**src/rtl/mpp_pkg.sv**
```systemverilog
// Shared constants for the motor power PWM core
package mpp_pkg;

  // ---------------------------------------------------------------
  // Register byte offsets
  // ---------------------------------------------------------------
  localparam int ADDR_W = 7;
  localparam logic [6:0] OFS_TB_CTRL_A = 7'h00;
  localparam logic [6:0] OFS_TB_CTRL_B = 7'h04;
  localparam logic [6:0] OFS_OUT_CTRL_A = 7'h08;
  localparam logic [6:0] OFS_OUT_CTRL_B = 7'h0c;
  localparam logic [6:0] OFS_DEADTIME = 7'h10;
  localparam logic [6:0] OFS_OVR_SEL = 7'h14;
  localparam logic [6:0] OFS_OVR_STATE = 7'h18;
  localparam logic [6:0] OFS_TB_COUNT = 7'h1c;
  localparam logic [6:0] OFS_TB_PERIOD = 7'h20;
  localparam logic [6:0] OFS_SEV_CMP = 7'h24;
  localparam logic [6:0] OFS_DUTY0 = 7'h28;
  localparam logic [6:0] OFS_IRQ_STATUS = 7'h38;
  localparam logic [6:0] OFS_IRQ_CLEAR = 7'h3c;
  localparam logic [6:0] OFS_IRQ_ENABLE = 7'h40;

  // ---------------------------------------------------------------
  // Field positions
  // ---------------------------------------------------------------
  localparam int TBA_MODE_LSB = 0;
  localparam int TBA_PRESC_LSB = 2;
  localparam int TBA_POST_LSB = 4;
  localparam int TBB_EN_BIT = 7;
  localparam int TBB_DIR_BIT = 6;
  localparam int OCA_PAIR_LSB = 0;
  localparam int OCA_PEN_LSB = 4;
  localparam int OCB_OSYNC_BIT = 0;
  localparam int OCB_UDIS_BIT = 1;
  localparam int OCB_SDIR_BIT = 3;
  localparam int OCB_SPOST_LSB = 4;
  localparam int IRQ_PERIOD = 0;
  localparam int IRQ_SEVT = 1;
  localparam int IRQ_ONESHOT = 2;
  localparam int IRQ_W = 3;

  // ---------------------------------------------------------------
  // Reset values, widths, responses
  // ---------------------------------------------------------------
  localparam logic [7:0] OCA_RST = 8'h70;
  localparam logic [7:0] OVR_SEL_RST = 8'hff;
  localparam int TB_W = 12;
  localparam int DUTY_W = 14;
  localparam logic [1:0] RESP_OKAY = 2'h0;
  localparam logic [1:0] RESP_SLVERR = 2'h2;

  typedef enum logic [1:0] {
    MPP_FREE = 2'h0,
    MPP_SINGLE = 2'h1,
    MPP_UPDOWN = 2'h2,
    MPP_UPDOWN_DBL = 2'h3
  } mpp_tb_mode_t;

endpackage : mpp_pkg

```
**src/rtl/mpp_core.sv**
```systemverilog
// Motor power PWM core with AXI4-Lite registers
//
// Implementation choices: the register addresses and the AXI4-Lite interface to the registers.
`timescale 1ns/100ps
// Overview of operation
// Generators 0..3 drive pins 0..7 as even/odd pairs.
// FULL parameter picks four generators/eight pins or three/six.
// Complementary pair drives even pin as inverse of odd pin.
// Programmable dead gap keeps both pair switches off between transitions.
// 12-bit time base with selectable prescaler and period postscaler.
// Count, period, event compare and four duties are buffered 16-bit values; here the count is 12 bits; count and event compare are written directly.
// Duty compare uses up to 14 bits, limited by period.
// Edge-aligned, center-aligned and single-pulse modes supported.
// Center-aligned double-update mode interrupts at top and bottom.
// Special event compare emits trigger pulse for other peripherals.
// Software can override each output to a fixed state.
// Debug halt forces all outputs inactive.
// Prescale codes 00..11 divide base clock by 1, 4, 16, 64.
// Mode codes: free, single-shot, up/down, up/down double-update.
// Count runs only while enabled; disabling keeps the count.
// Buffered period and duties load only at period boundary; here they also load while the time base is stopped.
module mpp_core
  import mpp_pkg::*;
#(
  parameter bit FULL = 1'b1,
  parameter int DT_W = 8
) (
  input wire logic aclk,
  input wire logic aresetn,
  input wire logic [ADDR_W-1:0] s_axi_awaddr,
  input wire logic s_axi_awvalid,
  output logic s_axi_awready,
  input wire logic [31:0] s_axi_wdata,
  input wire logic [3:0] s_axi_wstrb,
  input wire logic s_axi_wvalid,
  output logic s_axi_wready,
  output logic [1:0] s_axi_bresp,
  output logic s_axi_bvalid,
  input wire logic s_axi_bready,
  input wire logic [ADDR_W-1:0] s_axi_araddr,
  input wire logic s_axi_arvalid,
  output logic s_axi_arready,
  output logic [31:0] s_axi_rdata,
  output logic [1:0] s_axi_rresp,
  output logic s_axi_rvalid,
  input wire logic s_axi_rready,
  input wire logic debug_halt,
  output logic [7:0] pwm_out,
  output logic [7:0] pwm_en,
  output logic special_event_trig,
  output logic irq
);

  localparam int NUM_GEN = FULL ? 4 : 3;

  // ---------------------------------------------------------------
  // Helper functions
  // ---------------------------------------------------------------
  // Byte-lane merge for 16-bit buffers
  function automatic logic [15:0] merge16(input logic [15:0] old, input logic [31:0] d,
                                          input logic [3:0] s);
    merge16 = {s[1] ? d[15:8] : old[15:8], s[0] ? d[7:0] : old[7:0]};
  endfunction : merge16

  function automatic logic [7:0] merge8(input logic [7:0] old, input logic [31:0] d,
                                        input logic [3:0] s);
    merge8 = s[0] ? d[7:0] : old;
  endfunction : merge8

  // Last prescaler count: base clock is aclk/4, then 1, 4, 16, 64
  function automatic logic [7:0] presc_last(input logic [1:0] code);
    unique case (code)
      2'h0: presc_last = 8'h03;
      2'h1: presc_last = 8'h0f;
      2'h2: presc_last = 8'h3f;
      2'h3: presc_last = 8'hff;
    endcase
  endfunction : presc_last

  // Pin enable code to pin mask; the small variant never enables pair 3
  function automatic logic [7:0] pin_mask(input logic [2:0] code);
    unique case (code)
      3'h0: pin_mask = 8'h00;
      3'h1: pin_mask = 8'h02;
      3'h2: pin_mask = 8'h03;
      3'h3: pin_mask = 8'h0f;
      3'h4: pin_mask = 8'h3f;
      3'h5: pin_mask = FULL ? 8'hff : 8'h3f;
      3'h6: pin_mask = 8'h0a;
      3'h7: pin_mask = FULL ? 8'haa : 8'h2a;
    endcase
  endfunction : pin_mask

  // ---------------------------------------------------------------
  // Register state
  // ---------------------------------------------------------------
  logic [7:0] tba_r, tba_nxt, oca_r, oca_nxt, ocb_r, ocb_nxt, dt_r, dt_nxt;
  logic [7:0] ovs_r, ovs_nxt, ovv_r, ovv_nxt;
  logic tb_en_r, tb_en_nxt;
  logic [15:0] per_buf_r, per_buf_nxt, sev_r, sev_nxt;
  logic [15:0] duty_buf_r [4];
  logic [15:0] duty_buf_nxt [4];
  logic [TB_W-1:0] per_act_r, per_act_nxt;
  logic [DUTY_W-1:0] duty_act_r [4];
  logic [DUTY_W-1:0] duty_act_nxt [4];
  logic [7:0] ovs_act_r, ovs_act_nxt, ovv_act_r, ovv_act_nxt;
  logic [IRQ_W-1:0] st_r, st_nxt, ien_r, ien_nxt;
  logic aw_hold_r, aw_hold_nxt, w_hold_r, w_hold_nxt, bvalid_r, bvalid_nxt;
  logic [ADDR_W-1:0] aw_addr_r, aw_addr_nxt;
  logic [31:0] w_data_r, w_data_nxt, rdata_r, rdata_nxt;
  logic [3:0] w_strb_r, w_strb_nxt;
  logic [1:0] bresp_r, bresp_nxt, rresp_r, rresp_nxt;
  logic rvalid_r, rvalid_nxt;
  logic do_wr, cnt_wr;

  // Time base state
  logic [7:0] presc_r, presc_nxt;
  logic [TB_W-1:0] cnt_r, cnt_nxt;
  logic dir_r, dir_nxt;
  logic [3:0] post_r, post_nxt, spost_r, spost_nxt;
  logic trig_r, trig_nxt;
  logic tick, top_ev, bot_ev, boundary, period_ev, sev_ev, oneshot_done;
  mpp_tb_mode_t mode;

  assign mode = mpp_tb_mode_t'(tba_r[TBA_MODE_LSB +: 2]);
  assign do_wr = aw_hold_r && w_hold_r && !bvalid_r;
  assign cnt_wr = do_wr && (aw_addr_r == OFS_TB_COUNT);

  // ---------------------------------------------------------------
  // Time base
  // ---------------------------------------------------------------
  // Prescaled tick, count, boundary and event
  always_comb begin
    tick = tb_en_r && (presc_r == presc_last(tba_r[TBA_PRESC_LSB +: 2]));
    presc_nxt = !tb_en_r ? presc_r : (tick ? 8'h00 : presc_r + 8'h01);
    cnt_nxt = cnt_r;
    dir_nxt = dir_r;
    top_ev = 1'b0;
    bot_ev = 1'b0;
    if (tick) begin
      if (mode == MPP_FREE || mode == MPP_SINGLE) begin
        dir_nxt = 1'b0;
        if (cnt_r >= per_act_r) begin
          cnt_nxt = '0;
          top_ev = 1'b1;
        end else begin
          cnt_nxt = cnt_r + 1'b1;
        end
      end else if (!dir_r) begin
        if (cnt_r >= per_act_r) begin
          dir_nxt = 1'b1;
          cnt_nxt = (cnt_r == '0) ? cnt_r : cnt_r - 1'b1;
          top_ev = 1'b1;
        end else begin
          cnt_nxt = cnt_r + 1'b1;
        end
      end else if (cnt_r == '0) begin
        dir_nxt = 1'b0;
        cnt_nxt = (per_act_r == '0) ? cnt_r : cnt_r + 1'b1;
        bot_ev = 1'b1;
      end else begin
        cnt_nxt = cnt_r - 1'b1;
      end
    end
    if (cnt_wr) begin
      cnt_nxt = w_data_r[TB_W-1:0];
    end
    unique case (mode)
      MPP_FREE, MPP_SINGLE: boundary = top_ev;
      MPP_UPDOWN: boundary = bot_ev;
      MPP_UPDOWN_DBL: boundary = top_ev || bot_ev;
    endcase
    oneshot_done = top_ev && (mode == MPP_SINGLE);
    // Postscaler counts boundaries
    period_ev = boundary && (post_r == tba_r[TBA_POST_LSB +: 4]);
    post_nxt = !boundary ? post_r : (period_ev ? 4'h0 : post_r + 4'h1);
    sev_ev = tick && (cnt_r == sev_r[TB_W-1:0]) && (dir_r == ocb_r[OCB_SDIR_BIT]);
    trig_nxt = sev_ev && (spost_r == ocb_r[OCB_SPOST_LSB +: 4]);
    spost_nxt = !sev_ev ? spost_r : (trig_nxt ? 4'h0 : spost_r + 4'h1);
  end

  always_ff @(posedge aclk) begin
    if (!aresetn) begin
      presc_r <= 8'h00;
      cnt_r <= '0;
      dir_r <= 1'b0;
      post_r <= 4'h0;
      spost_r <= 4'h0;
      trig_r <= 1'b0;
    end else begin
      presc_r <= presc_nxt;
      cnt_r <= cnt_nxt;
      dir_r <= dir_nxt;
      post_r <= post_nxt;
      spost_r <= spost_nxt;
      trig_r <= trig_nxt;
    end
  end

  assign special_event_trig = trig_r;

  // ---------------------------------------------------------------
  // Register file and AXI4-Lite slave
  // ---------------------------------------------------------------
  // Address and data in either order; write lands when both held
  always_comb begin
    tba_nxt = tba_r;
    oca_nxt = oca_r;
    ocb_nxt = ocb_r;
    dt_nxt = dt_r;
    ovs_nxt = ovs_r;
    ovv_nxt = ovv_r;
    tb_en_nxt = tb_en_r && !oneshot_done;
    per_buf_nxt = per_buf_r;
    sev_nxt = sev_r;
    duty_buf_nxt = duty_buf_r;
    ien_nxt = ien_r;
    st_nxt = st_r;
    bresp_nxt = bresp_r;
    aw_hold_nxt = aw_hold_r || s_axi_awvalid;
    aw_addr_nxt = aw_hold_r ? aw_addr_r : s_axi_awaddr;
    w_hold_nxt = w_hold_r || s_axi_wvalid;
    w_data_nxt = w_hold_r ? w_data_r : s_axi_wdata;
    w_strb_nxt = w_hold_r ? w_strb_r : s_axi_wstrb;
    bvalid_nxt = bvalid_r && !s_axi_bready;
    if (do_wr) begin
      aw_hold_nxt = 1'b0;
      w_hold_nxt = 1'b0;
      bvalid_nxt = 1'b1;
      bresp_nxt = RESP_OKAY;
      unique case (aw_addr_r)
        OFS_TB_CTRL_A: tba_nxt = merge8(tba_r, w_data_r, w_strb_r);
        OFS_TB_CTRL_B: if (w_strb_r[0]) tb_en_nxt = w_data_r[TBB_EN_BIT];
        OFS_OUT_CTRL_A: oca_nxt = merge8(oca_r, w_data_r, w_strb_r);
        OFS_OUT_CTRL_B: ocb_nxt = merge8(ocb_r, w_data_r, w_strb_r);
        OFS_DEADTIME: dt_nxt = merge8(dt_r, w_data_r, w_strb_r);
        OFS_OVR_SEL: ovs_nxt = merge8(ovs_r, w_data_r, w_strb_r);
        OFS_OVR_STATE: ovv_nxt = merge8(ovv_r, w_data_r, w_strb_r);
        OFS_TB_COUNT: ;
        OFS_TB_PERIOD: per_buf_nxt = merge16(per_buf_r, w_data_r, w_strb_r);
        OFS_SEV_CMP: sev_nxt = merge16(sev_r, w_data_r, w_strb_r);
        OFS_IRQ_CLEAR: if (w_strb_r[0]) st_nxt = st_r & ~w_data_r[IRQ_W-1:0];
        OFS_IRQ_ENABLE: if (w_strb_r[0]) ien_nxt = w_data_r[IRQ_W-1:0];
        default: begin
          bresp_nxt = RESP_SLVERR;
          for (int g = 0; g < NUM_GEN; g++) begin
            if (aw_addr_r == OFS_DUTY0 + 7'(4 * g)) begin
              duty_buf_nxt[g] = merge16(duty_buf_r[g], w_data_r, w_strb_r);
              bresp_nxt = RESP_OKAY;
            end
          end
        end
      endcase
    end
    if (!FULL) begin
      oca_nxt[OCA_PAIR_LSB + 3] = 1'b0;
    end
    // Events win over a clear in the same cycle
    st_nxt = st_nxt | {oneshot_done, trig_nxt, period_ev};
    // Read channel: one read, answered next cycle
    rvalid_nxt = rvalid_r && !s_axi_rready;
    rdata_nxt = rdata_r;
    rresp_nxt = rresp_r;
    if (s_axi_arvalid && !rvalid_r) begin
      rvalid_nxt = 1'b1;
      rresp_nxt = RESP_OKAY;
      rdata_nxt = 32'h0000_0000;
      unique case (s_axi_araddr)
        OFS_TB_CTRL_A: rdata_nxt[7:0] = tba_r;
        OFS_TB_CTRL_B: rdata_nxt[7:0] = {tb_en_r, dir_r, 6'h00};
        OFS_OUT_CTRL_A: rdata_nxt[7:0] = oca_r;
        OFS_OUT_CTRL_B: rdata_nxt[7:0] = ocb_r;
        OFS_DEADTIME: rdata_nxt[7:0] = dt_r;
        OFS_OVR_SEL: rdata_nxt[7:0] = ovs_r;
        OFS_OVR_STATE: rdata_nxt[7:0] = ovv_r;
        OFS_TB_COUNT: rdata_nxt[TB_W-1:0] = cnt_r;
        OFS_TB_PERIOD: rdata_nxt[15:0] = per_buf_r;
        OFS_SEV_CMP: rdata_nxt[15:0] = sev_r;
        OFS_IRQ_STATUS: rdata_nxt[IRQ_W-1:0] = st_r;
        OFS_IRQ_CLEAR: ;
        OFS_IRQ_ENABLE: rdata_nxt[IRQ_W-1:0] = ien_r;
        default: begin
          rresp_nxt = RESP_SLVERR;
          for (int g = 0; g < NUM_GEN; g++) begin
            if (s_axi_araddr == OFS_DUTY0 + 7'(4 * g)) begin
              rdata_nxt[15:0] = duty_buf_r[g];
              rresp_nxt = RESP_OKAY;
            end
          end
        end
      endcase
    end
    // Active copies follow the buffers only at a boundary, or while stopped
    per_act_nxt = per_act_r;
    duty_act_nxt = duty_act_r;
    if ((boundary || !tb_en_r) && !ocb_r[OCB_UDIS_BIT]) begin
      per_act_nxt = per_buf_r[TB_W-1:0];
      for (int g = 0; g < 4; g++) begin
        duty_act_nxt[g] = duty_buf_r[g][DUTY_W-1:0];
      end
    end
    // Synchronised overrides wait for the boundary to avoid a mid-period glitch
    ovs_act_nxt = ovs_act_r;
    ovv_act_nxt = ovv_act_r;
    if (!ocb_r[OCB_OSYNC_BIT] || boundary || !tb_en_r) begin
      ovs_act_nxt = ovs_r;
      ovv_act_nxt = ovv_r;
    end
  end

  always_ff @(posedge aclk) begin
    if (!aresetn) begin
      tba_r <= 8'h00;
      oca_r <= OCA_RST;
      ocb_r <= 8'h00;
      dt_r <= 8'h00;
      ovs_r <= OVR_SEL_RST;
      ovv_r <= 8'h00;
      tb_en_r <= 1'b0;
      per_buf_r <= 16'h0000;
      sev_r <= 16'h0000;
      duty_buf_r <= '{default: 16'h0000};
      per_act_r <= '0;
      duty_act_r <= '{default: '0};
      ovs_act_r <= OVR_SEL_RST;
      ovv_act_r <= 8'h00;
      st_r <= '0;
      ien_r <= '0;
      aw_hold_r <= 1'b0;
      aw_addr_r <= '0;
      w_hold_r <= 1'b0;
      w_data_r <= 32'h0000_0000;
      w_strb_r <= 4'h0;
      bvalid_r <= 1'b0;
      bresp_r <= RESP_OKAY;
      rvalid_r <= 1'b0;
      rdata_r <= 32'h0000_0000;
      rresp_r <= RESP_OKAY;
    end else begin
      tba_r <= tba_nxt;
      oca_r <= oca_nxt;
      ocb_r <= ocb_nxt;
      dt_r <= dt_nxt;
      ovs_r <= ovs_nxt;
      ovv_r <= ovv_nxt;
      tb_en_r <= tb_en_nxt;
      per_buf_r <= per_buf_nxt;
      sev_r <= sev_nxt;
      duty_buf_r <= duty_buf_nxt;
      per_act_r <= per_act_nxt;
      duty_act_r <= duty_act_nxt;
      ovs_act_r <= ovs_act_nxt;
      ovv_act_r <= ovv_act_nxt;
      st_r <= st_nxt;
      ien_r <= ien_nxt;
      aw_hold_r <= aw_hold_nxt;
      aw_addr_r <= aw_addr_nxt;
      w_hold_r <= w_hold_nxt;
      w_data_r <= w_data_nxt;
      w_strb_r <= w_strb_nxt;
      bvalid_r <= bvalid_nxt;
      bresp_r <= bresp_nxt;
      rvalid_r <= rvalid_nxt;
      rdata_r <= rdata_nxt;
      rresp_r <= rresp_nxt;
    end
  end

  assign s_axi_awready = !aw_hold_r;
  assign s_axi_wready = !w_hold_r;
  assign s_axi_bvalid = bvalid_r;
  assign s_axi_bresp = bresp_r;
  assign s_axi_arready = !rvalid_r;
  assign s_axi_rvalid = rvalid_r;
  assign s_axi_rdata = rdata_r;
  assign s_axi_rresp = rresp_r;
  assign irq = |(st_r & ien_r);

  // ---------------------------------------------------------------
  // Duty generators, pairs and output stage
  // ---------------------------------------------------------------
  logic [7:0] pair_out;
  logic dbg_s1_r, dbg_s2_r;
  logic [7:0] pin_r, pin_nxt, pen_r, pen_nxt;

  for (genvar g = 0; g < 4; g++) begin : gen_pair
    if (g < NUM_GEN) begin : gen_on
      logic demand;
      // Two low bits of the prescaler extend the compare to 14 bits
      assign demand = {cnt_r, presc_r[1:0]} < duty_act_r[g];
      mpp_deadtime #(.DT_W(DT_W)) u_dead (
        .aclk(aclk),
        .aresetn(aresetn),
        .demand(demand),
        .independent(oca_r[OCA_PAIR_LSB + g]),
        .dead_cycles(dt_r[DT_W-1:0]),
        .out_odd(pair_out[2*g+1]),
        .out_even(pair_out[2*g])
      );
    end else begin : gen_off
      assign pair_out[2*g+1 -: 2] = 2'b00;
    end
  end

  // Debug halt is asynchronous to aclk; two flops before use
  always_ff @(posedge aclk) begin
    if (!aresetn) begin
      dbg_s1_r <= 1'b0;
      dbg_s2_r <= 1'b0;
    end else begin
      dbg_s1_r <= debug_halt;
      dbg_s2_r <= dbg_s1_r;
    end
  end

  // Override, pin enable and debug masking; inactive level is low
  always_comb begin
    pen_nxt = pin_mask(oca_r[OCA_PEN_LSB +: 3]);
    pin_nxt = ((pair_out & ovs_act_r) | (ovv_act_r & ~ovs_act_r)) & pen_nxt;
    if (dbg_s2_r) begin
      pin_nxt = 8'h00;
    end
  end

  always_ff @(posedge aclk) begin
    if (!aresetn) begin
      pin_r <= 8'h00;
      pen_r <= 8'h00;
    end else begin
      pin_r <= pin_nxt;
      pen_r <= pen_nxt;
    end
  end

  assign pwm_out = pin_r;
  assign pwm_en = pen_r;

endmodule : mpp_core

```
**src/rtl/mpp_deadtime.sv**
```systemverilog
// Dead-time insertion for one output pair
`timescale 1ns/100ps
module mpp_deadtime
  import mpp_pkg::*;
#(
  parameter int DT_W = 8
) (
  input wire logic aclk,
  input wire logic aresetn,
  input wire logic demand,
  input wire logic independent,
  input wire logic [DT_W-1:0] dead_cycles,
  output logic out_odd,
  output logic out_even
);

  logic level_r, level_nxt;
  logic [DT_W-1:0] gap_r, gap_nxt;
  logic odd_r, odd_nxt;
  logic even_r, even_nxt;

  // Both switches stay off while the gap runs after a demand change
  always_comb begin
    level_nxt = demand;
    gap_nxt = gap_r;
    if (independent) begin
      gap_nxt = '0;
    end else if (demand != level_r) begin
      gap_nxt = dead_cycles;
    end else if (gap_r != '0) begin
      gap_nxt = gap_r - 1'b1;
    end
    if (independent) begin
      odd_nxt = demand;
      even_nxt = demand;
    end else begin
      odd_nxt = demand && (demand == level_r) && (gap_r == '0);
      even_nxt = !demand && (demand == level_r) && (gap_r == '0);
    end
  end

  always_ff @(posedge aclk) begin
    if (!aresetn) begin
      level_r <= 1'b0;
      gap_r <= '0;
      odd_r <= 1'b0;
      even_r <= 1'b0;
    end else begin
      level_r <= level_nxt;
      gap_r <= gap_nxt;
      odd_r <= odd_nxt;
      even_r <= even_nxt;
    end
  end

  assign out_odd = odd_r;
  assign out_even = even_r;

endmodule : mpp_deadtime

```
**config.mk**
```make
export PLATFORM = sky130hd
export DESIGN_NAME = mpp_core
export DESIGN_NICKNAME = d
export VERILOG_FILES = /design/src/rtl/mpp_pkg.sv /design/src/rtl/mpp_core.sv /design/src/rtl/mpp_deadtime.sv
export SDC_FILE = /design/constraint.sdc
export NUM_CORES = 1
export LEC_CHECK = 0
export BUFFER_PORTS_ARGS = -buffer_cell sky130_fd_sc_hd__clkbuf_2
export CORE_MARGIN = 1
export CORE_UTILIZATION = 50
export CTS_CLUSTER_DIAMETER = 60
export DETAILED_ROUTE_END_ITERATION = 12
export MAX_ROUTING_LAYER = met4
export PLACE_DENSITY_LB_ADDON = 0.08
export SKIP_LAST_GASP = 1
export SLEW_MARGIN = 20
export SYNTH_ARGS = -nofsm -noshare
export SYNTH_HDL_FRONTEND = slang
export SYNTH_HIERARCHICAL = 1
export SYNTH_SLANG_ARGS = --single-unit
```
**constraint.sdc**
```tcl
create_clock -name aclk -period 5.3 [get_ports aclk]
set_input_delay 0.265 -clock aclk [delete_from_list [all_inputs] [get_ports aclk]]
set_output_delay 0.265 -clock aclk [all_outputs]
set_load 0.005 [all_outputs]
```
== Word level (Yosys, flattened, before mapping) ==
Memory sizes are Yosys's and may differ from the RTL's. A register that Yosys moved wholly into a read port is not among the register bits.
Index checks and enable logic that the tools add are counted.
W data, S select, Z words.
Storage, ports and cells
  register bits: 376
  memory bits (read-only): 64
  bits of input ports: 58
  output and inout port bits: 59
  word-level logic and storage cells: 315
  memories kept: 1
Cells by class
  add/subtract/negate cells: 9
  $lt $le $gt $ge: 5
  eq/ne operators: 52
  multiplexer cells: 69
  bitwise operators: 11
  reduce and logical (&&, ||, !) cells: 104
Memories
  (no name shown): depth 8, bits a word 8, read ports 1, clocked after memory_dff 1, wr ports 0, line mpp_core.sv:82  | unique case (code)
Operators with widths (count)
  $mux W12: 9
  $eq A7 B6 Y1 const B: 15
  $mux W8: 9
  $mux W16: 4
  $eq A7 B5 Y1 const B: 8
  $lt A14 B14 Y1: 4
  $pmux W5 S11: 1
  $pmux W3 S12: 1
  $reduce_and A3 Y1: 12
  $logic_not A8 Y1: 4
  $pmux W8 S4: 1
  $reduce_and A4 Y1: 8
  $reduce_bool A8 Y1: 4
  $sub A8 B1 Y8 const B: 4
  $logic_and A1 B1 Y1: 30
  $eq A7 B4 Y1 const B: 4
  $and A8 B8 Y8: 3
  $logic_not A12 Y1: 2
  $mux W1: 24
  $mux W2: 10
  $pmux W4 S4: 1
  $reduce_or A2 Y1: 8
  $mux W3: 5
  $eq A7 B3 Y1 const B: 2
  33 further kinds: 77

== Logic depth before layout (Yosys ltp) ==
Gate-level depths: netlist of the first run.
  depth in word-level cells: 11
  mapped depth: 16

== Modules after synthesis ==
Netlist of the first run, hierarchy kept.
Modules (own cells, without submodules)
  mpp_core: instances 1, cells each 1903, area an instance 16186.8 um2, sequential area each 6766.5 um2
  mpp_deadtime: instances 4, cells each 69, area an instance 623.1 um2, sequential area each 220.2 um2

== Worst setup path before layout of the first run ==
OpenSTA, ideal clock, no wires.
  kind: register to register
  start: reg presc_r[1]
  end: reg gen_pair[1].gen_on.u_dead.gap_r[0]
  setup time: 0.079 ns
  arrival: 3.036 ns
  required time: 5.221 ns
  path slack: 2.185 ns
  cell stages (with the launch flop): 14
  clock period less this slack: 3.115 ns
  cells stage by stage: dfxtp_1 > ha_1 > a21oi_1 > nor2b_1 > o2111ai_1 > a31oi_1 > a211oi_1 > o21ai_0 > a221oi_1 > inv_1 > ha_1 > clkbuf_1 > or4_2 > o211ai_1
Between the ends
  word-level cells in the longest chain between the ends: 3
  elaborated cells between the ends (all ways): 4
Ends and longest elaborated chain
  start: declaration: line mpp_core.sv:117  | logic [7:0] presc_r, presc_nxt;
  start signal: assignment: line mpp_core.sv:191  | presc_r <= presc_nxt;
  $lt A14 B14 Y1 (*): line mpp_core.sv:390  | assign demand = {cnt_r, presc_r[1:0]} < duty_act_r[g];
  via gen_pair[1].gen_on.demand: line mpp_core.sv:388  | logic demand;
  $ne A1 B1 Y1 (*): line mpp_deadtime.sv:28  | end else if (demand != level_r) begin
  $mux W8 or $reduce_bool A2 Y1 (tied branches)
  end signal: assignment: line mpp_deadtime.sv:50  | gap_r <= gap_nxt;
  end: declaration: line mpp_deadtime.sv:18  | logic [DT_W-1:0] gap_r, gap_nxt;
Mark *: on every way through the listed nets, which the timed path passes. The rest lies on a longest branch.
A chain may end at the register's enable or synchronous reset.

== Worst setup path after layout of the first run ==
  start: reg cnt_r[0]
  end: reg gen_pair[0].gen_on.u_dead.gap_r[0]
Between the ends
  word-level cells in the longest chain between the ends: 3
  elaborated cells between the ends (all ways): 4
Ends and longest elaborated chain
  start: declaration: line mpp_core.sv:118  | logic [TB_W-1:0] cnt_r, cnt_nxt;
  start signal: assignment: line mpp_core.sv:192  | cnt_r <= cnt_nxt;
  $lt A14 B14 Y1 (*): line mpp_core.sv:390
  via gen_pair[0].gen_on.demand: line mpp_core.sv:388
  $ne A1 B1 Y1 (*): line mpp_deadtime.sv:28
  $mux W8 or $reduce_bool A2 Y1 (tied branches)
  end signal: assignment: line mpp_deadtime.sv:50
  end: declaration: line mpp_deadtime.sv:18
Marked as above.

==> results by group, run 1 <==
Status
  • Outcome: complete, no violations

Clocking
  • CTS sink cnt: approximately 380
  • Clock root buffer: clkbuf_16
  • Max clock buf depth: 3
  • Worst-path clk slew: 60 ps
  • Htree depth: 2
  • Total CTS buffers: 44
  • Worst-Skew Late Latency: 570 ps
  • CTS tree: built

Worst setup path
  • Critical Path Sink Type: register
  • Max FO, Critical Path: 14
  • Worst EP arrival: 4430 ps
  • Worst Setup SP: cnt_r[0]
  • Worst R2R Path Depth: 11
  • Worst setup SP type: register
  • Crit path required time: slightly below 6000 ps
  • Crit Path Category: register to register
  • Reg2reg start: cnt_r[0]

Drt
  • Vias per cell: 5.79
  • Vias after detailed routing: 15800
  • Antenna-violating nets left: 0
  • Wire per inst: 20.0 um
  • Total wire length: 54.6 mm
  • DRC Markers: 0
  • 1st-iter DRT viols: ~1500
  • DR pass1 iterations: 5

Placement
  • Worst slack, placed: 1390 ps
  • Detailed placement HPWL: 37.6 mm
  • Placer Congestion: 0.926
  • Port bufs: 80
  • Post-placement cell count: between 2000 and 3000
  • Placement Cell Area: 19300 sq um

Timing
  • Final slew viol count: 0
  • Setup TNS: 0 ps
  • Hold WS: 194 ps
  • Relative slew slack: around 23%
  • Fmax: 0.254 GHz
  • Clock skew: 16.3 ps
  • Worst setup margin: 1360 ps
  • RSZ-0062 raised after global routing: false
  • Worst-Margin Slew: 1150 ps
  • Fin crit period: 3940 ps
  • Final period util: around 74%
  • Final setup viols: 0
  • Hold Violations, Final: 0

Final layout
  • Design area: 21000 sq um
  • Area grow syn2layout: 12.6%
  • Fillcell total: 3381
  • Fin cells: 2732
  • Final core utilization: 57.3%
  • Nets@finish: 2377
  • Fraction of layout cells with a size suffix above 1: 10.1%

Logic synthesis
  • Commonest cells post-synth: 382 x dfxtp_1, 287 x nand2_1, 259 x nor2_1, 196 x mux2i_1, 154 x a21oi_1
  • Most common cell in the netlist: dfxtp_1
  • Post-synth top area cell: dfxtp_1
  • Synth area leaders: dfxtp_1 41%, mux2i_1 11%, ha_1 5.9%, nand2_1 5.8%, nor2_1 5.2%
  • YS warnings: 6
  • Top-area cell type share of the netlist area: 40.9%
  • Register bit count reported by yosys: about 380
  • Top_reg_cell synth: dfxtp_1
  • Cells after Synth: 2179
  • Number of synthesized flops with an enable pin: 0
  • Post-synth ARST share: 0%
  • Cell variety after synth: 86
  • Average size of a mapped cell: 8.57 sq um
  • Register area share after synthesis: 40.9%
  • Synthesized area: 18700 sq um

Global routing
  • Vias in the first global route: 14800
  • Initial antenna violation count: 0
  • GRT Total Usage: 29.5%
  • Remaining global-route overflow: 0
  • First-pass GRT wire length: 85.0 mm
  • Largest net degree at the start of global routing: 151

Floorplanning
  • Die area: 38100 sq um
  • Initial Util: ~51%
  • Chip height: 195 um
  • Number of I/O pins: 117
  • Site Rows: 70
  • Core area: 36700 sq um
  • Die X-Extent: between 150 and 200 um

Min path
  • Worst hold start: aresetn
  • Min-delay worst type: input port to register
  • Hold Path Stages: 2

Pwr
  • Static Leak: 8.86 nW
  • Worst vdd ir: about 0.00033 V
  • Power density over the cells: about 350 nW/um^2
  • Pwr Total: about 7.3 mW

Job
  • Max Cap Viol: 0
[timing repair]
action | in CTS | in global routing
hold buffers | 31 | 0
gates resized for setup | 0 | 0
setup buffers | 0 | 0
hold endpoints to repair | 30 | 0
[cells in the final DEF (no fill, tap or decap), types with 9 or more instances in the layout]
cell type,instances
dfxtp_1,382
nand2_1,287
nor2_1,256
mux2i_1,196
a21oi_1,154
inv_1,107
ha_1,88
clkbuf_2,80
nand3_1,70
o21ai_0,58
clkbuf_16,46
xnor2_1,37
a22oi_1,36
dlygate4sd3_1,31
nand2b_1,25
and2_1,22
a31oi_1,22
xor2_1,22
nor3_1,20
conb_1,18
a211oi_1,16
buf_4,16
nand4_1,15
and3_1,13
nor2b_1,12
o32ai_1,12
nor4_1,11
a221oi_1,10
nand3b_1,10
clkbuf_1,10
clkbuf_8,10
o211ai_1,9
or3_1,9
[path summary, 6_finish.rpt]
check | endpoint | slack [ps]
setup / recovery | gen_pair[0].gen_on.u_dead/gap_r[0] | 1360
hold reg to reg | pwm_out[2] | 420
hold / removal | ovs_act_r[0] | 190
setup reg to reg | gen_pair[0].gen_on.u_dead/gap_r[0] | 1360
[layer usage]
metal | vias to the layer above | GRT usage (%) | routed length (um)
met4 | 0 | 9.16 | 1360
met3 | 80 | 3.94 | 3200
met1 | 7678 | 40.4 | 25600
met2 | 433 | 45.0 | 24400
met5 | - | - | 0
li1 | 7616 | - | -
[report_power, final]
| part | total [mW] | internal [mW] | switching (mW) | leakage, nW |
|---|---|---|---|---|
| Combinational | 1.06 | 0.534 | 0.522 | 5.05 |
| Sequential | 3.21 | 3.02 | 0.192 | 3.10 |
| Clock | 3.00 | 1.78 | 1.22 | 0.715 |
| Total | 7.26 | 5.33 | 1.93 | 8.86 |
[worst max-delay path, cell delays in order (launching register included)]
cell,delay [ps]
dfxtp_1,730
ha_1,350
nor2b_1,130
o21ai_0,140
nand2b_1,100
a211oi_1,250
o31ai_1,100
a31oi_1,720
inv_1,110
ha_1,460
or4_2,670
o211ai_1,100
[layout make-up]
cell class	instances	area, sq um	area share [%]
repair buffers	129	871	4.14
diodes	1	2.50	0.0119
clock inverters	12	116	0.553
clock buffers	66	1330	6.31
flip-flops and latches	382	7650	36.4
well taps	468	586	2.78
inverters	108	413	1.96
multi-input cells	1566	10100	47.9
[cells by family (layout without fill, tap and decap cells)]
family                   Yosys count  count (layout)  synth area share (%)
AO/OA/AOI/OAI                    396             396                  13.6
other                              1              19                0.0201
buffers and inverters            248             315                  5.65
adder cells (fa/ha/maj)           88              88                  5.89
flip-flops                       382             382                  40.9
AND/OR/NAND/NOR                  804             804                  20.2
XOR/XNOR                          59              59                  2.77
multiplexers                     201             201                  10.9
[sequential cells by signal, indices dropped and copies added, names as in the netlist, 8 cells and up]
register,cells
cnt_r,12
ovv_r,8
per_buf_r,16
sev_r,16
w_data_r,16
pwm_en,8
presc_r,8
ovs_r,8
s_axi_rdata,16
oca_r,8
gen_pair.gen_on.u_dead/gap_r,32
duty_buf_r,64
pen_nxt,8
tba_r,8
duty_act_r,56
pwm_out,8
ocb_r,8
ovv_act_r,8
dt_r,8
per_act_r,12
ovs_act_r,8
Power figures use the tool's default switching activity.
==> inputs of run 2 (changes only) <==
==> constraint.sdc (replaced) <==
create_clock -name aclk -period 3.8 [get_ports aclk]
set_input_delay 0.19 -clock aclk [delete_from_list [all_inputs] [get_ports aclk]]
set_output_delay 0.19 -clock aclk [all_outputs]
set_load 0.005 [all_outputs]
==> run 2 against run 1 <==
Combinational power increased by 41%. Register-to-register slack lost 1100 ps. Non-clock buffer count grew 36. Highest routed layer unchanged.
==> results by group, run 2 (synthesized netlist as in run 1, its figures left out) <==
Status
  • Outcome: complete, no violations (unchanged)

Placement
  • Placer Congestion: 0.923 (was 0.926)
  • Post-placement cell count: 2658 (was 2622)
  • Detailed placement HPWL: 39.5 mm (was 37.6 mm)
  • Worst slack, placed: 311 ps (was 1390 ps)
  • Port bufs: 80 (unchanged)

Worst setup path
  • Worst R2R Path Depth: 13 (was 11)
  • CP max stage cell: or4_2 (was dfxtp_1)
  • Crit path required time: 4280 ps (was 5790 ps)
  • Reg2reg start: presc_r[1] (was cnt_r[0])
  • Crit Path Category: register to register (unchanged)
  • Critical Path Sink Type: register (unchanged)
  • Max FO, Critical Path: 8 (was 14)
  • Reg2reg setup slack: 270 ps (was 1360 ps)
  • Worst EP arrival: 4010 ps (was 4430 ps)
  • Worst setup SP type: register (unchanged)
  • Crit-path cells: ha_1, a21oi_1, nor2b_1, o2111ai_1, a31oi_1, a211oi_1, o21ai_0, a221oi_1, buf_4, inv_1, ha_1, or4_2, o211ai_1 (was ha_1, nor2b_1, o21ai_0, nand2b_1, a211oi_1, o31ai_1, a31oi_1, inv_1, ha_1, or4_2, o211ai_1)
  • R2r endpoint: gen_pair[1].gen_on.u_dead/gap_r[0] (was gen_pair[0].gen_on.u_dead/gap_r[0])
  • Cell mode on critical path: ha_1 (unchanged)
  • Largest stage delay on the critical path: 660 ps (was 730 ps)

Min path
  • Min-delay worst type: input port to register (unchanged)
  • Hold Path Stages: 4 (was 2)
  • Worst Hold End: s_axi_rdata[3] (was ovs_act_r[0])
  • Worst hold start: s_axi_arvalid (was aresetn)

Timing
  • Final setup viols: 0 (unchanged)
  • Fmax: 0.283 GHz (was 0.254 GHz)
  • Worst setup margin: 268 ps (was 1360 ps)
  • Fin crit period: 3530 ps (was 3940 ps)
  • Relative slew slack: 29.5% (was 22.9%)
  • Clock skew: 20.6 ps (was 16.3 ps)
  • Final period util: 92.9% (was 74.3%)
  • Worst-Margin Slew: 1060 ps (was 1150 ps)
  • RSZ-0062 raised after global routing: false (unchanged)
  • Final slew viol count: 0 (unchanged)
  • Hold Violations, Final: 0 (unchanged)
  • Setup TNS: 0 ps (unchanged)

Drt
  • DR pass1 iterations: 7 (was 5)
  • Antenna-violating nets left: 0 (unchanged)
  • Total wire length: 55.5 mm (was 54.6 mm)
  • DRC Markers: 0 (unchanged)
  • 1st-iter DRT viols: 1339 (was 1455)
  • Vias after detailed routing: 15900 (was 15800)
  • Vias per cell: 5.75 (was 5.79)
  • Wire per inst: 20.0 um (about the same)

Floorplanning
  • Number of I/O pins: 117 (unchanged)
  • Core area: 36700 sq um (unchanged)
  • Die X-Extent: 195 um (unchanged)
  • Chip height: 195 um (unchanged)
  • Initial Util: 50.9% (unchanged)
  • Die area: 38100 sq um (unchanged)
  • Site Rows: 70 (unchanged)

Final layout
  • Fillcell total: 3283 (was 3381)
  • Fraction of layout cells with a size suffix above 1: 11.6% (was 10.1%)
  • Footprint of the multi-input gates: 10100 sq um (about the same)
  • Nets@finish: 2412 (was 2377)
  • FF+latch area: 7650 sq um (unchanged)
  • Fin cells: 2767 (was 2732)
  • Area grow syn2layout: 14.8% (was 12.6%)
  • Largest Register: duty_buf_r (unchanged)
  • Most common cell after layout, fill and taps aside: dfxtp_1 (unchanged)
  • Final core utilization: 58.4% (was 57.3%)
  • Most frequent cells in the layout: 382 x dfxtp_1, 287 x nand2_1, 258 x nor2_1 (was 382 x dfxtp_1, 287 x nand2_1, 256 x nor2_1)
  • Largest register FFs: 64 (unchanged)
  • Regs by FF count: duty_buf_r (64), duty_act_r (56), gen_pair.gen_on.u_dead/gap_r (32) (unchanged)
  • Ant diodes: 0 (was 1)

Clocking
  • Max clock buf depth: 3 (unchanged)
  • Worst-path clk slew: 60 ps (about the same)
  • Clock root buffer: clkbuf_16 (unchanged)
  • CTS sink cnt: 382 (unchanged)
  • # resized after CTS: 0 (unchanged)
  • Total CTS buffers: 43 (was 44)
  • Htree depth: 2 (unchanged)
  • CTS tree: built (unchanged)
  • Worst-Skew Late Latency: 560 ps (was 570 ps)

Global routing
  • GRT Total Usage: 29.8% (was 29.5%)
  • First-pass GRT wire length: 85.9 mm (was 85.0 mm)
  • Initial antenna violation count: 0 (unchanged)
  • Remaining global-route overflow: 0 (unchanged)
  • Largest net degree at the start of global routing: 104 (was 151)
  • Vias in the first global route: 15000 (was 14800)

Pwr
  • Pwr Total: 10.6 mW (was 7.26 mW)
  • Worst vdd ir: 0.000479 V (was 0.000326 V)
  • Static Leak: 9.10 nW (was 8.86 nW)
  • Power density over the cells: 494 nW/um^2 (was 345 nW/um^2)

Job
  • Max Cap Viol: 0 (unchanged)
## run 2: cell count changes in the layout (fill, tap and decap cells not counted), moves of 3 or more
cell,previous run,this run
bufinv_16,1,9
clkbuf_1,10,5
buf_4,16,52
clkbuf_16,46,43
clkinvlp_4,0,3
## run 2: worst max-delay path by stage
stage | startpoint | to | slack [ps] | cells after the start
after floorplan | presc_r[1] | gen_pair[1].gen_on.u_dead/gap_r[0] | 690 | 13
after global placement | presc_r[1] | gen_pair[1].gen_on.u_dead/gap_r[0] | 290 | 13
after detailed placement | presc_r[1] | gen_pair[1].gen_on.u_dead/gap_r[0] | 310 | 13
after CTS | cnt_r[0] | gen_pair[1].gen_on.u_dead/gap_r[0] | 290 | 12
after global routing | presc_r[1] | gen_pair[1].gen_on.u_dead/gap_r[0] | 20 | 13
final | presc_r[1] | gen_pair[1].gen_on.u_dead/gap_r[0] | 270 | 13
## run 2: metrics by stage
step                hold slack, ps  cell area [sq um]
finish                         271              21400
global route                   270              21400
CTS                            235              21400
detailed placement             381              19500
global placement               377              19500
floorplan                      290              18700
## run 2: final cells by class
class	instances	area share, %
Sequential cell	382	35.7
Clock buffer	58	5.75
Clock inverter	20	1.66
Inverter	108	1.93
Tap cell	468	2.73
Timing Repair Buffer	165	5.32
Multi-Input combinational cell	1566	46.9
## run 2: routing by layer
metal  GRT usage, %  up-vias  part of all wire [%]  wire length, um
met5              -        -                     0                0
met4           9.80        0                   2.8             1570
met3           3.56       93                   6.8             3750
met1           41.4     7599                    47            25900
met2           44.9      542                    44            24300
li1               -     7672                     -                -
## run 2: report_power, final
group / total, mW / switching [mW] / internal, mW
logic: 1.49 / 0.737 / 0.751
registers: 4.47 / 0.268 / 4.21
clock network: 4.64 / 1.74 / 2.90
## run 2: worst max-delay path: cells and delay by family, from the launching register on
family          cells  cell delay, ps
simple gates        2             730
compound gates      7            1220
fa+ha+maj           2             660
buf+inv             2             280
flops               1             580
## run 2: what timing repair did
item | 4_1_cts | 5_1_grt
setup buffers | 0 | 0
hold endpoints to repair | 30 | 0
hold buffers | 31 | 0
